### src/hw/eik_pkg.sv
// Package: register map, field positions and reset values for the IRQ block
`default_nettype none
package eik_pkg;
    // Register word indices (byte address is four times the index)
    localparam int unsigned EIK_ADDR_W = 8;
    localparam logic [7:0] EIK_CTRL_IDX = 8'h0d;    // Status/control index
    localparam logic [7:0] EIK_OPT_IDX = 8'h20;     // Option store index
    localparam logic [7:0] EIK_IMASK_IDX = 8'h21;   // Interrupt mask index
    localparam logic [7:0] EIK_ISTAT_IDX = 8'h22;   // Sticky status index
    // Status/control bit positions
    localparam int unsigned EIK_ENABLE_BIT = 7;
    localparam int unsigned EIK_PEND_BIT = 3;
    localparam int unsigned EIK_CLEAR_BIT = 1;
    // Option store bit positions
    localparam int unsigned EIK_LEVEL_BIT = 0;
    localparam int unsigned EIK_MERGE_BIT = 1;
    // Sticky status bit positions
    localparam int unsigned EIK_EV_REQ_BIT = 0;
    localparam int unsigned EIK_EV_FWD_BIT = 1;
    // Reset values
    localparam logic [7:0] EIK_CTRL_RST = 8'h00;
    localparam logic [1:0] EIK_OPT_RST = 2'h0;
    localparam logic [1:0] EIK_IMASK_RST = 2'h0;
    // Number of keyboard lines
    localparam int unsigned EIK_KEY_N = 4;
    // Bus handshake states
    typedef enum logic [1:0] {EIK_IDLE, EIK_ACK} eik_bus_e;
endpackage
`default_nettype wire

### src/hw/eik_sense_if.sv
// Interface: synchronised request line between sense logic and top
`default_nettype none
interface eik_sense_if;
    logic level_mode;   // Edge plus level when high
    logic req_line;     // Combined active-high request, synchronised
    logic hit;          // Sense result: set pending this cycle
    modport top (output level_mode, output req_line, input hit);
    modport sense (input level_mode, input req_line, output hit);
endinterface
`default_nettype wire

### src/hw/eik_irq_top.sv
// Top: external IRQ and keyboard merge logic with Avalon-MM registers
// What this block does
// - Interrupt pin is an asynchronous request source
// - Option picks edge-only or edge-plus-level sensing
// - Merge option ORs four keyboard lines in
// - Keyboard lines active on rising or high
// - Same sensing choice applies to keyboard lines
// - Status/control register sits at index 0x0d
// - Request recorded; cpu_irq_req forwards it only when enabled, irq_out follows the masked sticky events, the forwarded one set only when enabled
// - Enable rw, pending ro, clear bit writes
`default_nettype none
module eik_irq_top (
    // Clock and reset
    input wire logic core_clk,
    input wire logic resetn,
    // Pins
    input wire logic irq_pin_n,
    input wire logic [eik_pkg::EIK_KEY_N-1:0] keyboard_lines,
    // Avalon-MM slave
    input wire logic [eik_pkg::EIK_ADDR_W+1:0] avs_address,
    input wire logic avs_read,
    input wire logic avs_write,
    input wire logic [31:0] avs_writedata,
    input wire logic [3:0] avs_byteenable,
    output logic [31:0] avs_readdata,
    output logic avs_waitrequest,
    // CPU request and system interrupt
    output logic cpu_irq_req,
    output logic irq_out
);
    import eik_pkg::*;

    // Reset release through two flops
    logic [1:0] rst_sync_r;
    logic rst_n;
    always_ff @(posedge core_clk or negedge resetn) begin
        if (!resetn) begin
            rst_sync_r <= 2'b00;
        end else begin
            rst_sync_r <= {rst_sync_r[0], 1'b1};
        end
    end
    assign rst_n = rst_sync_r[1];

    // Pin synchronisers: first stage read only by second stage
    logic [EIK_KEY_N:0] pin_s1_r;
    logic [EIK_KEY_N:0] pin_s2_r;
    always_ff @(posedge core_clk or negedge rst_n) begin
        if (!rst_n) begin
            // Idle levels: pin high, keys low, so no false edge
            pin_s1_r <= {1'b1, {EIK_KEY_N{1'b0}}};
            pin_s2_r <= {1'b1, {EIK_KEY_N{1'b0}}};
        end else begin
            // Pin is async; no edge assumed at the pin itself
            pin_s1_r <= {irq_pin_n, keyboard_lines};
            pin_s2_r <= pin_s1_r;
        end
    end

    // Registers
    logic enable_r, enable_nxt;          // irq_enable_bit
    logic pend_r, pend_nxt;              // irq_pending_flag
    logic [1:0] opt_r, opt_nxt;          // mask_option_store
    logic [1:0] imask_r, imask_nxt;      // Interrupt mask
    logic [1:0] istat_r, istat_nxt;      // Sticky interrupt status
    logic cpu_req_r, cpu_req_nxt;
    logic irq_r, irq_nxt;
    logic [31:0] rdata_r, rdata_nxt;
    logic wait_r, wait_nxt;              // Registered waitrequest
    eik_bus_e bus_r, bus_nxt;
    logic req_comb;
    logic wr_ok;
    logic [7:0] idx;
    logic [1:0] ev;

    // Sense block
    eik_sense_if sif ();
    eik_sense u_sense (
        .clk(core_clk),
        .rst_n(rst_n),
        .sif(sif)
    );

    // Combined active-high request: pin inverted, keys as-is
    always_comb begin
        req_comb = ~pin_s2_r[EIK_KEY_N];
        if (opt_r[EIK_MERGE_BIT]) begin
            // Keys active high, opposite to the pin
            req_comb = req_comb | (|pin_s2_r[EIK_KEY_N-1:0]);
        end
    end
    assign sif.req_line = req_comb;
    assign sif.level_mode = opt_r[EIK_LEVEL_BIT];

    // Address is a byte address: byte address is four times index
    assign idx = avs_address[EIK_ADDR_W+1:2];
    assign wr_ok = (bus_r == EIK_IDLE) & avs_write & avs_byteenable[0];

    // Next register values; hardware set wins over software clear
    always_comb begin
        enable_nxt = enable_r;
        opt_nxt = opt_r;
        imask_nxt = imask_r;
        pend_nxt = pend_r;
        istat_nxt = istat_r;
        if (wr_ok) begin
            unique case (idx)
                EIK_CTRL_IDX: begin
                    enable_nxt = avs_writedata[EIK_ENABLE_BIT];
                    if (avs_writedata[EIK_CLEAR_BIT]) begin
                        pend_nxt = 1'b0;
                    end
                end
                EIK_OPT_IDX: opt_nxt = avs_writedata[1:0];
                EIK_IMASK_IDX: imask_nxt = avs_writedata[1:0];
                EIK_ISTAT_IDX: istat_nxt = istat_r & ~avs_writedata[1:0];
                default: ;
            endcase
        end
        // Detection always recorded, regardless of enable
        if (sif.hit) begin
            pend_nxt = 1'b1;
        end
        ev = 2'b00;
        ev[EIK_EV_REQ_BIT] = sif.hit;
        ev[EIK_EV_FWD_BIT] = sif.hit & enable_r;
        istat_nxt = istat_nxt | ev;
        cpu_req_nxt = pend_nxt & enable_nxt;
        irq_nxt = |(istat_nxt & imask_nxt);
    end

    // Bus: one wait cycle, answer on second edge
    always_comb begin
        bus_nxt = bus_r;
        rdata_nxt = rdata_r;
        unique case (bus_r)
            EIK_IDLE: begin
                if (avs_read | avs_write) begin
                    bus_nxt = EIK_ACK;
                    rdata_nxt = 32'h0;
                    if (avs_read) begin
                        unique case (idx)
                            EIK_CTRL_IDX: begin
                                rdata_nxt[EIK_ENABLE_BIT] = enable_r;
                                rdata_nxt[EIK_PEND_BIT] = pend_r;
                            end
                            EIK_OPT_IDX: rdata_nxt[1:0] = opt_r;
                            EIK_IMASK_IDX: rdata_nxt[1:0] = imask_r;
                            EIK_ISTAT_IDX: rdata_nxt[1:0] = istat_r;
                            default: rdata_nxt = 32'h0;
                        endcase
                    end
                end
            end
            EIK_ACK: bus_nxt = EIK_IDLE;
        endcase
        // Low only in the answer cycle; kept in a flop for clean timing
        wait_nxt = ~(bus_nxt == EIK_ACK);
    end

    // State registers
    always_ff @(posedge core_clk or negedge rst_n) begin
        if (!rst_n) begin
            enable_r <= EIK_CTRL_RST[EIK_ENABLE_BIT];
            pend_r <= EIK_CTRL_RST[EIK_PEND_BIT];
            opt_r <= EIK_OPT_RST;
            imask_r <= EIK_IMASK_RST;
            istat_r <= 2'h0;
            cpu_req_r <= 1'b0;
            irq_r <= 1'b0;
            rdata_r <= 32'h0;
            wait_r <= 1'b1;
            bus_r <= EIK_IDLE;
        end else begin
            enable_r <= enable_nxt;
            pend_r <= pend_nxt;
            opt_r <= opt_nxt;
            imask_r <= imask_nxt;
            istat_r <= istat_nxt;
            cpu_req_r <= cpu_req_nxt;
            irq_r <= irq_nxt;
            rdata_r <= rdata_nxt;
            wait_r <= wait_nxt;
            bus_r <= bus_nxt;
        end
    end

    // Outputs straight from flops
    assign avs_readdata = rdata_r;
    assign avs_waitrequest = wait_r;
    assign cpu_irq_req = cpu_req_r;
    assign irq_out = irq_r;
endmodule
`default_nettype wire

### src/hw/eik_sense.sv
// Edge or edge-plus-level detector for the combined request line
`default_nettype none
module eik_sense (
    // Clock and reset
    input wire logic clk,
    input wire logic rst_n,
    // Link to the top
    eik_sense_if.sense sif
);
    import eik_pkg::*;
    logic prev_r;   // Request line one cycle ago
    logic prev_nxt;
    logic hit_r;    // Registered sense result
    logic hit_nxt;

    // Next values: rising edge, or held level when level mode is on
    always_comb begin
        prev_nxt = sif.req_line;
        hit_nxt = (sif.req_line & ~prev_r) |
            (sif.level_mode & sif.req_line);
    end

    // Registers; line starts as idle, so a line already active when
    // reset lifts is taken as a fresh edge
    always_ff @(posedge clk or negedge rst_n) begin
        if (!rst_n) begin
            prev_r <= 1'b0;
            hit_r <= 1'b0;
        end else begin
            prev_r <= prev_nxt;
            hit_r <= hit_nxt;
        end
    end

    assign sif.hit = hit_r;
endmodule
`default_nettype wire

### config.mk
export PLATFORM = sky130hd
export DESIGN_NAME = eik_irq_top
export DESIGN_NICKNAME = d
export VERILOG_FILES = /design/src/hw/eik_pkg.sv /design/src/hw/eik_sense_if.sv /design/src/hw/eik_irq_top.sv /design/src/hw/eik_sense.sv
export SDC_FILE = /design/constraint.sdc
export NUM_CORES = 1
export LEC_CHECK = 0
export BUFFER_PORTS_ARGS = -buffer_cell sky130_fd_sc_hd__buf_2
export CELL_PAD_IN_SITES_DETAIL_PLACEMENT = 1
export CELL_PAD_IN_SITES_GLOBAL_PLACEMENT = 1
export CORE_MARGIN = 5
export CORE_UTILIZATION = 30
export CTS_CLUSTER_DIAMETER = 100
export DETAILED_ROUTE_END_ITERATION = 10
export HOLD_SLACK_MARGIN = 0.02
export PLACE_DENSITY_LB_ADDON = 0.1
export REMOVE_ABC_BUFFERS = 1
export SYNTH_ARGS = -nofsm -noshare
export SYNTH_HDL_FRONTEND = slang
export SYNTH_SLANG_ARGS = --single-unit
### constraint.sdc
create_clock -name core_clk -period 1.02 [get_ports core_clk]
set_input_delay 0.204 -clock core_clk [delete_from_list [all_inputs] [get_ports core_clk]]
set_output_delay 0.204 -clock core_clk [all_outputs]
set_load 0.05 [all_outputs]
# ---- Word-level counts from Yosys, hierarchy flattened
# Cells that the tools add are included.
dict set report word_totals {
  regBits 59
}
dict set report classes {
  mux 17
  n_bitwise 16
  n_reduce_logical 5
  n_eq_ne 6
}
# operator count
set ops {}
lappend ops {{== test 8 x 6 -> 1 bit (second input constant)} 3}
lappend ops {{2-to-1 mux 2 bit} 5}
lappend ops {{2-to-1 mux 1 bit} 9}
lappend ops {{== test 8 x 4 -> 1 bit (second input constant)} 1}
lappend ops {{2-to-1 mux 8 bit} 1}
lappend ops {{bitwise AND 1 bit} 6}
lappend ops {{one-hot mux 2 bit (3 select lines)} 1}
lappend ops {{bitwise AND 2 bit} 2}
lappend ops {{== test 2 x 1 -> 1 bit (second input constant)} 2}
lappend ops {{one-hot mux 2 bit (2 select lines)} 1}
lappend ops {{AND reduction 2 bit} 2}
lappend ops {{OR reduction 4 bit} 1}
lappend ops {{inverter 1 bit} 3}
lappend ops {{bitwise OR 1 bit} 3}
lappend ops {{logical NOT 2 bit} 1}
lappend ops {{inverter 2 bit} 1}
lappend ops {{bitwise OR 2 bit} 1}
lappend ops {{OR reduction 2 bit} 1}

# ---- Longest topological paths before layout
dict set report logic_depth {
  depth_word 7
  depth_mapped 4
  depth_no_buf 4
}

# ---- Hierarchy
# Synthesis repeated with hierarchy kept, for this count alone.
dict set report hier_totals {
  cells_unflattened 118
  hier_area_um2 1386.3
}
# module cells_each instances area_per_inst_um2
set by_module_without_submodules {}
lappend by_module_without_submodules {eik_irq_top 114 1 1325.0}
lappend by_module_without_submodules {eik_sense 4 1 61.3}

# ---- Least setup slack after synthesis
# OpenSTA, ideal clock, no wires.
dict set report synth_timing {
  kind {reg-to-reg}
  from {reg bus_r[0]}
  to {reg irq_r, in the netlist irq_out}
  path_slack_ps -464
  setup_time_ps 121
  path_stages_with_launch 5
  required_ps 899
  t_arrival_ps 1363
  path_cell_list {dfrtp_1 -> and4bb_2 -> nand3_2 -> mux2_4 -> a22o_1}
}
dict set report synth_via {
  word_cells_on_any_way 8
}
# element line
set synth_rtl {}
lappend synth_rtl {{start: declaration} eik_irq_top.sv:70} ;# eik_bus_e bus_r, bus_nxt;
lappend synth_rtl {{start signal: assignment} eik_irq_top.sv:184} ;# bus_r <= bus_nxt;
lappend synth_rtl {{logical NOT 2 bit} eik_irq_top.sv:97} ;# assign wr_ok = (bus_r == EIK_IDLE) & avs_write & avs_byteenable[0];
lappend synth_rtl {{bitwise AND 1 bit (2 in series)} eik_irq_top.sv:97}
lappend synth_rtl {{2-to-1 mux 2 bit} eik_irq_top.sv:106} ;# if (wr_ok) begin
lappend synth_rtl {{via imask_nxt[0]} eik_irq_top.sv:64} ;# logic [1:0] imask_r, imask_nxt;
lappend synth_rtl {{bitwise AND 2 bit} eik_irq_top.sv:129} ;# irq_nxt = |(istat_nxt & imask_nxt);
lappend synth_rtl {{OR reduction 2 bit} eik_irq_top.sv:129}
lappend synth_rtl {{via irq_nxt} eik_irq_top.sv:67} ;# logic irq_r, irq_nxt;
lappend synth_rtl {{end signal: assignment} eik_irq_top.sv:181} ;# irq_r <= irq_nxt;
lappend synth_rtl {{end: declaration} eik_irq_top.sv:67}
# The timed path passes the listed nets, and every way through them passes these cells.
# A chain may end at the register's enable or synchronous reset.

# ---- Worst setup path after layout
# Same ends and word-level chain as after synthesis.

==> results.yml <==
place:
  place.gp.congestion: 0.793
  dpl-instance-area_um2: 1620
  dp.final_hpwl_um: 2370
  io_buffer_count: 27
  dpl.cell_count: 209
sta:
  timing.final.max_slew_violations: 0
  setup_viol: 21
  final.period_utilization_pct: 148
  layout_min_cycle_time_ns: 1.51
  final_critical_path_setup_slack_ns: -0.487
  fin_worst_skew_ns: 0.00755
  timing.setup.tns_ns: -5.19
  clock.fmax_ghz: 0.664
  hold-worst-slack_ns: 0.0352
  unrepaired_setup_endpoints_after_global_routing: "yes"
  final-hold-violation-count: 0
synth:
  number_of_flops_mapped_to_enable_cells_by_yosys: 0
  synth_seq_cells: 31
  syn-mean-instance-area_um2: 12.2
  synth_flop_cell: "sky130_fd_sc_hd__dfrtp_1"
  post_synthesis_async_set_or_reset_flop_share_pct: 100
  post_synth_top_area_share_pct: 50.5
  ys_types: 28
  instance_count_of_the_mapped_netlist: 114
  yosys.area.top_type: "sky130_fd_sc_hd__dfrtp_1"
  synth_sequential_area_ratio_pct: 56.2
  synth.cell_area_um2: 1390
  yosys-top-cells-area: "sky130_fd_sc_hd__dfrtp_1 51%, sky130_fd_sc_hd__buf_4 15%, sky130_fd_sc_hd__dfstp_2 5.7%, sky130_fd_sc_hd__nor4b_4 3.4%, sky130_fd_sc_hd__mux2_2 2.4%"
  synth_commonest_cells: "28 x sky130_fd_sc_hd__buf_4, 28 x sky130_fd_sc_hd__dfrtp_1, 6 x sky130_fd_sc_hd__inv_1, 6 x sky130_fd_sc_hd__nand2_1, 6 x sky130_fd_sc_hd__o21ai_0"
  synthesis.yosys.warnings: 0
run_status:
  outcome: "complete, but fails checks"
  violations: "setup timing"
power_and_ir_drop:
  pwr_density_cell_nw_per_um2: 1810
  peakVddDrop_mv: 0.849
  total_leakage_power_nw: 0.936
min_path:
  min_path_cells: 1
  min_to: "pin_s1_r[0]"
  worst_hold_path_type: "in -> reg"
  min-delay-start: "keyboard_lines[0]"
die:
  dieWidth_um: 78.0
  ios: 90
  die_y_um: 78.0
  die-area_um2: 6080
  placementRows: 24
  starting_density_pct: 31.4
  core-area_um2: 4410
critical_path:
  timing.reg2reg.worst_path_depth: 4
  critPathArrivalTime_ns: 1.67
  cp_cell_sequence: "and4bb_2 -> nand3_2 -> mux2_4 -> a22o_1"
  critical_path.top_delay_family: "simple AND/OR/NAND/NOR gates"
  crit-reg2reg-capture: "irq_out"
  max_stage_delay_ns: 0.38
  critPathRequiredTime_ns: 1.18
  end_kind: "flop"
  reg2reg_slack_ns: -0.49
  worstPathBufferInverterCount: 0
  timing.rr.start: "bus_r[0]"
  crit_path_max_fanout: 3
  criticalPathCategory: "reg -> reg"
  worstSetupStartpointType: "flop"
  cp_max_delay_cell: "sky130_fd_sc_hd__dfrtp_1"
routing:
  antenna_violating_nets_post_route: 0
  route.final.wire_length_um: 3050
  drc_errors: 0
  dr.first_iter.drc_count: 30
  vias: 974
  detail_route.vias_per_cell: 4.33
  wl_per_cell_um: 13.6
  first_pass_iters: 4
global_route:
  global_route.usage.total_pct: 10.4
  grt_start_max_net_pins: 30
  grt_pass1_wl_um: 4910
  grt_antenna_before_repair: 0
  via_count_of_the_first_global_routing_pass: 1061
  grt_overflow_total: 0
cells_and_area:
  finalInstanceArea_um2: 1900
  finalNetCount: 227
  antennaDiodeCount: 0
  syn2layout_area_growth_pct: 36.9
  drive_above_1_share_pct: 45.7
  layoutNonFillerInstCount: 225
clocking:
  cts-htree-levels: 2
  clk_pin_slew_worst_paths_ns: 0.07
  cts-root-to-sink-buffers: 2
  clock-sinks: 31
  cts-buffers-inserted: 5
  tritoncts_clock_tree: "yes"
  insertion_delay_ns: 0.28
  cts.root.buffer_cell: "sky130_fd_sc_hd__clkbuf_8"
run:
  drv_cap: 0
## timing repair
| item | CTS | global route |
|---|---|---|
| buffers inserted | 6 | 2 |
| endpoints found under the hold margin | 3 | 0 |
| setup endpoints to repair | 23 | 25 |
| pin swaps | 10 | 4 |
| hold buffers | 2 | 0 |
| gates resized for setup | 34 | 2 |
## area by class of cell
| class | instances | area, um2 |
|---|---|---|
| Inverter | 6 | 22.5 |
| Multi-Input combinational cell | 76 | 524 |
| Clock buffer | 8 | 100 |
| Tap cell | 52 | 65.1 |
| Sequential cell | 31 | 779 |
| Fill cell | 499 | 2520 |
| Timing Repair Buffer | 52 | 407 |
## power breakdown
part | internal, W | total (W) | leakage, nW | switching, W
logic | 0.000433 | 0.00102 | 0.501 | 0.000588
clock network | 0.000615 | 0.00104 | 0.0515 | 0.000424
registers | 0.00133 | 0.00137 | 0.383 | 0.0000446
total | 0.00238 | 0.00343 | 0.936 | 0.00106
## cells by family after synthesis
group | count (synthesis) | synth area share (%)
multiplexers | 5 | 4.60
AND/OR/NAND/NOR | 27 | 14.4
buffers and inverters | 34 | 16.8
AO/OA/AOI/OAI | 15 | 7.49
flip-flops | 31 | 56.2
other | 2 | 0.542
## worst max path at each step
stage | start | endpoint | slack [ns] | depth (start not counted)
after floorplan | bus_r[0] | irq_out | -0.46 | 4
after global placement | avs_address[9] | irq_out | -0.49 | 6
after detailed placement | bus_r[0] | irq_out | -0.52 | 4
after CTS | bus_r[1] | irq_out | -0.48 | 4
after global routing | bus_r[1] | cpu_irq_req | -0.52 | 5
final | bus_r[0] | irq_out | -0.49 | 4
## stage by stage
step | power (W) | util (%) | setup slack, ns
after floorplan | 0.00183 | - | -0.464
after CTS | 0.00345 | 42.7 | -0.477
after global routing | 0.00361 | 43.0 | -0.517
final | 0.00343 | 43.0 | -0.487
after global placement | 0.00207 | 36.6 | -0.485
after detailed placement | 0.00209 | 36.6 | -0.522
## state kept, by name (all words and copies together) (netlist names)
signal	cells
pin_s1_r	5
pin_s2_r	5
avs_readdata	4
bus_r	2
imask_r	2
istat_r	2
opt_r	2
rst_sync_r	2
avs_waitrequest	1
cpu_irq_req	1
enable_r	1
irq_out	1
pend_r	1
u_sense.prev_r	1
u_sense.sif.hit	1
## cell usage in the layout (no fill, tap or decap), types with 2 or more instances in the layout
cell | netlist | final
sky130_fd_sc_hd__conb_1 | 2 | 29
sky130_fd_sc_hd__dfrtp_1 | 28 | 28
sky130_fd_sc_hd__buf_2 | 0 | 20
sky130_fd_sc_hd__buf_4 | 28 | 17
sky130_fd_sc_hd__buf_6 | 0 | 11
sky130_fd_sc_hd__clkbuf_8 | 0 | 7
sky130_fd_sc_hd__inv_1 | 6 | 6
sky130_fd_sc_hd__nand2_1 | 6 | 5
sky130_fd_sc_hd__nand4_1 | 3 | 3
sky130_fd_sc_hd__mux2_2 | 3 | 3
sky130_fd_sc_hd__o21ai_1 | 0 | 3
sky130_fd_sc_hd__dfstp_2 | 3 | 3
sky130_fd_sc_hd__nor3_1 | 3 | 2
sky130_fd_sc_hd__nor4b_4 | 2 | 2
sky130_fd_sc_hd__nand3_2 | 1 | 2
sky130_fd_sc_hd__mux2_4 | 2 | 2
sky130_fd_sc_hd__a22o_1 | 2 | 2
sky130_fd_sc_hd__o21ai_0 | 6 | 2
sky130_fd_sc_hd__nand3_1 | 3 | 2
sky130_fd_sc_hd__and4_4 | 0 | 2
sky130_fd_sc_hd__a222oi_1 | 2 | 2
sky130_fd_sc_hd__dlygate4sd3_1 | 0 | 2
## routing by layer
metal	GRT usage, %	up-vias	wire length (um)
li1	-	451	-
met1	11.3	475	1170
met2	17.9	41	1560
met3	3.13	7	256
met4	5.57	0	63
met5	0	-	0
No activity file was read; power rests on OpenSTA's default activity.
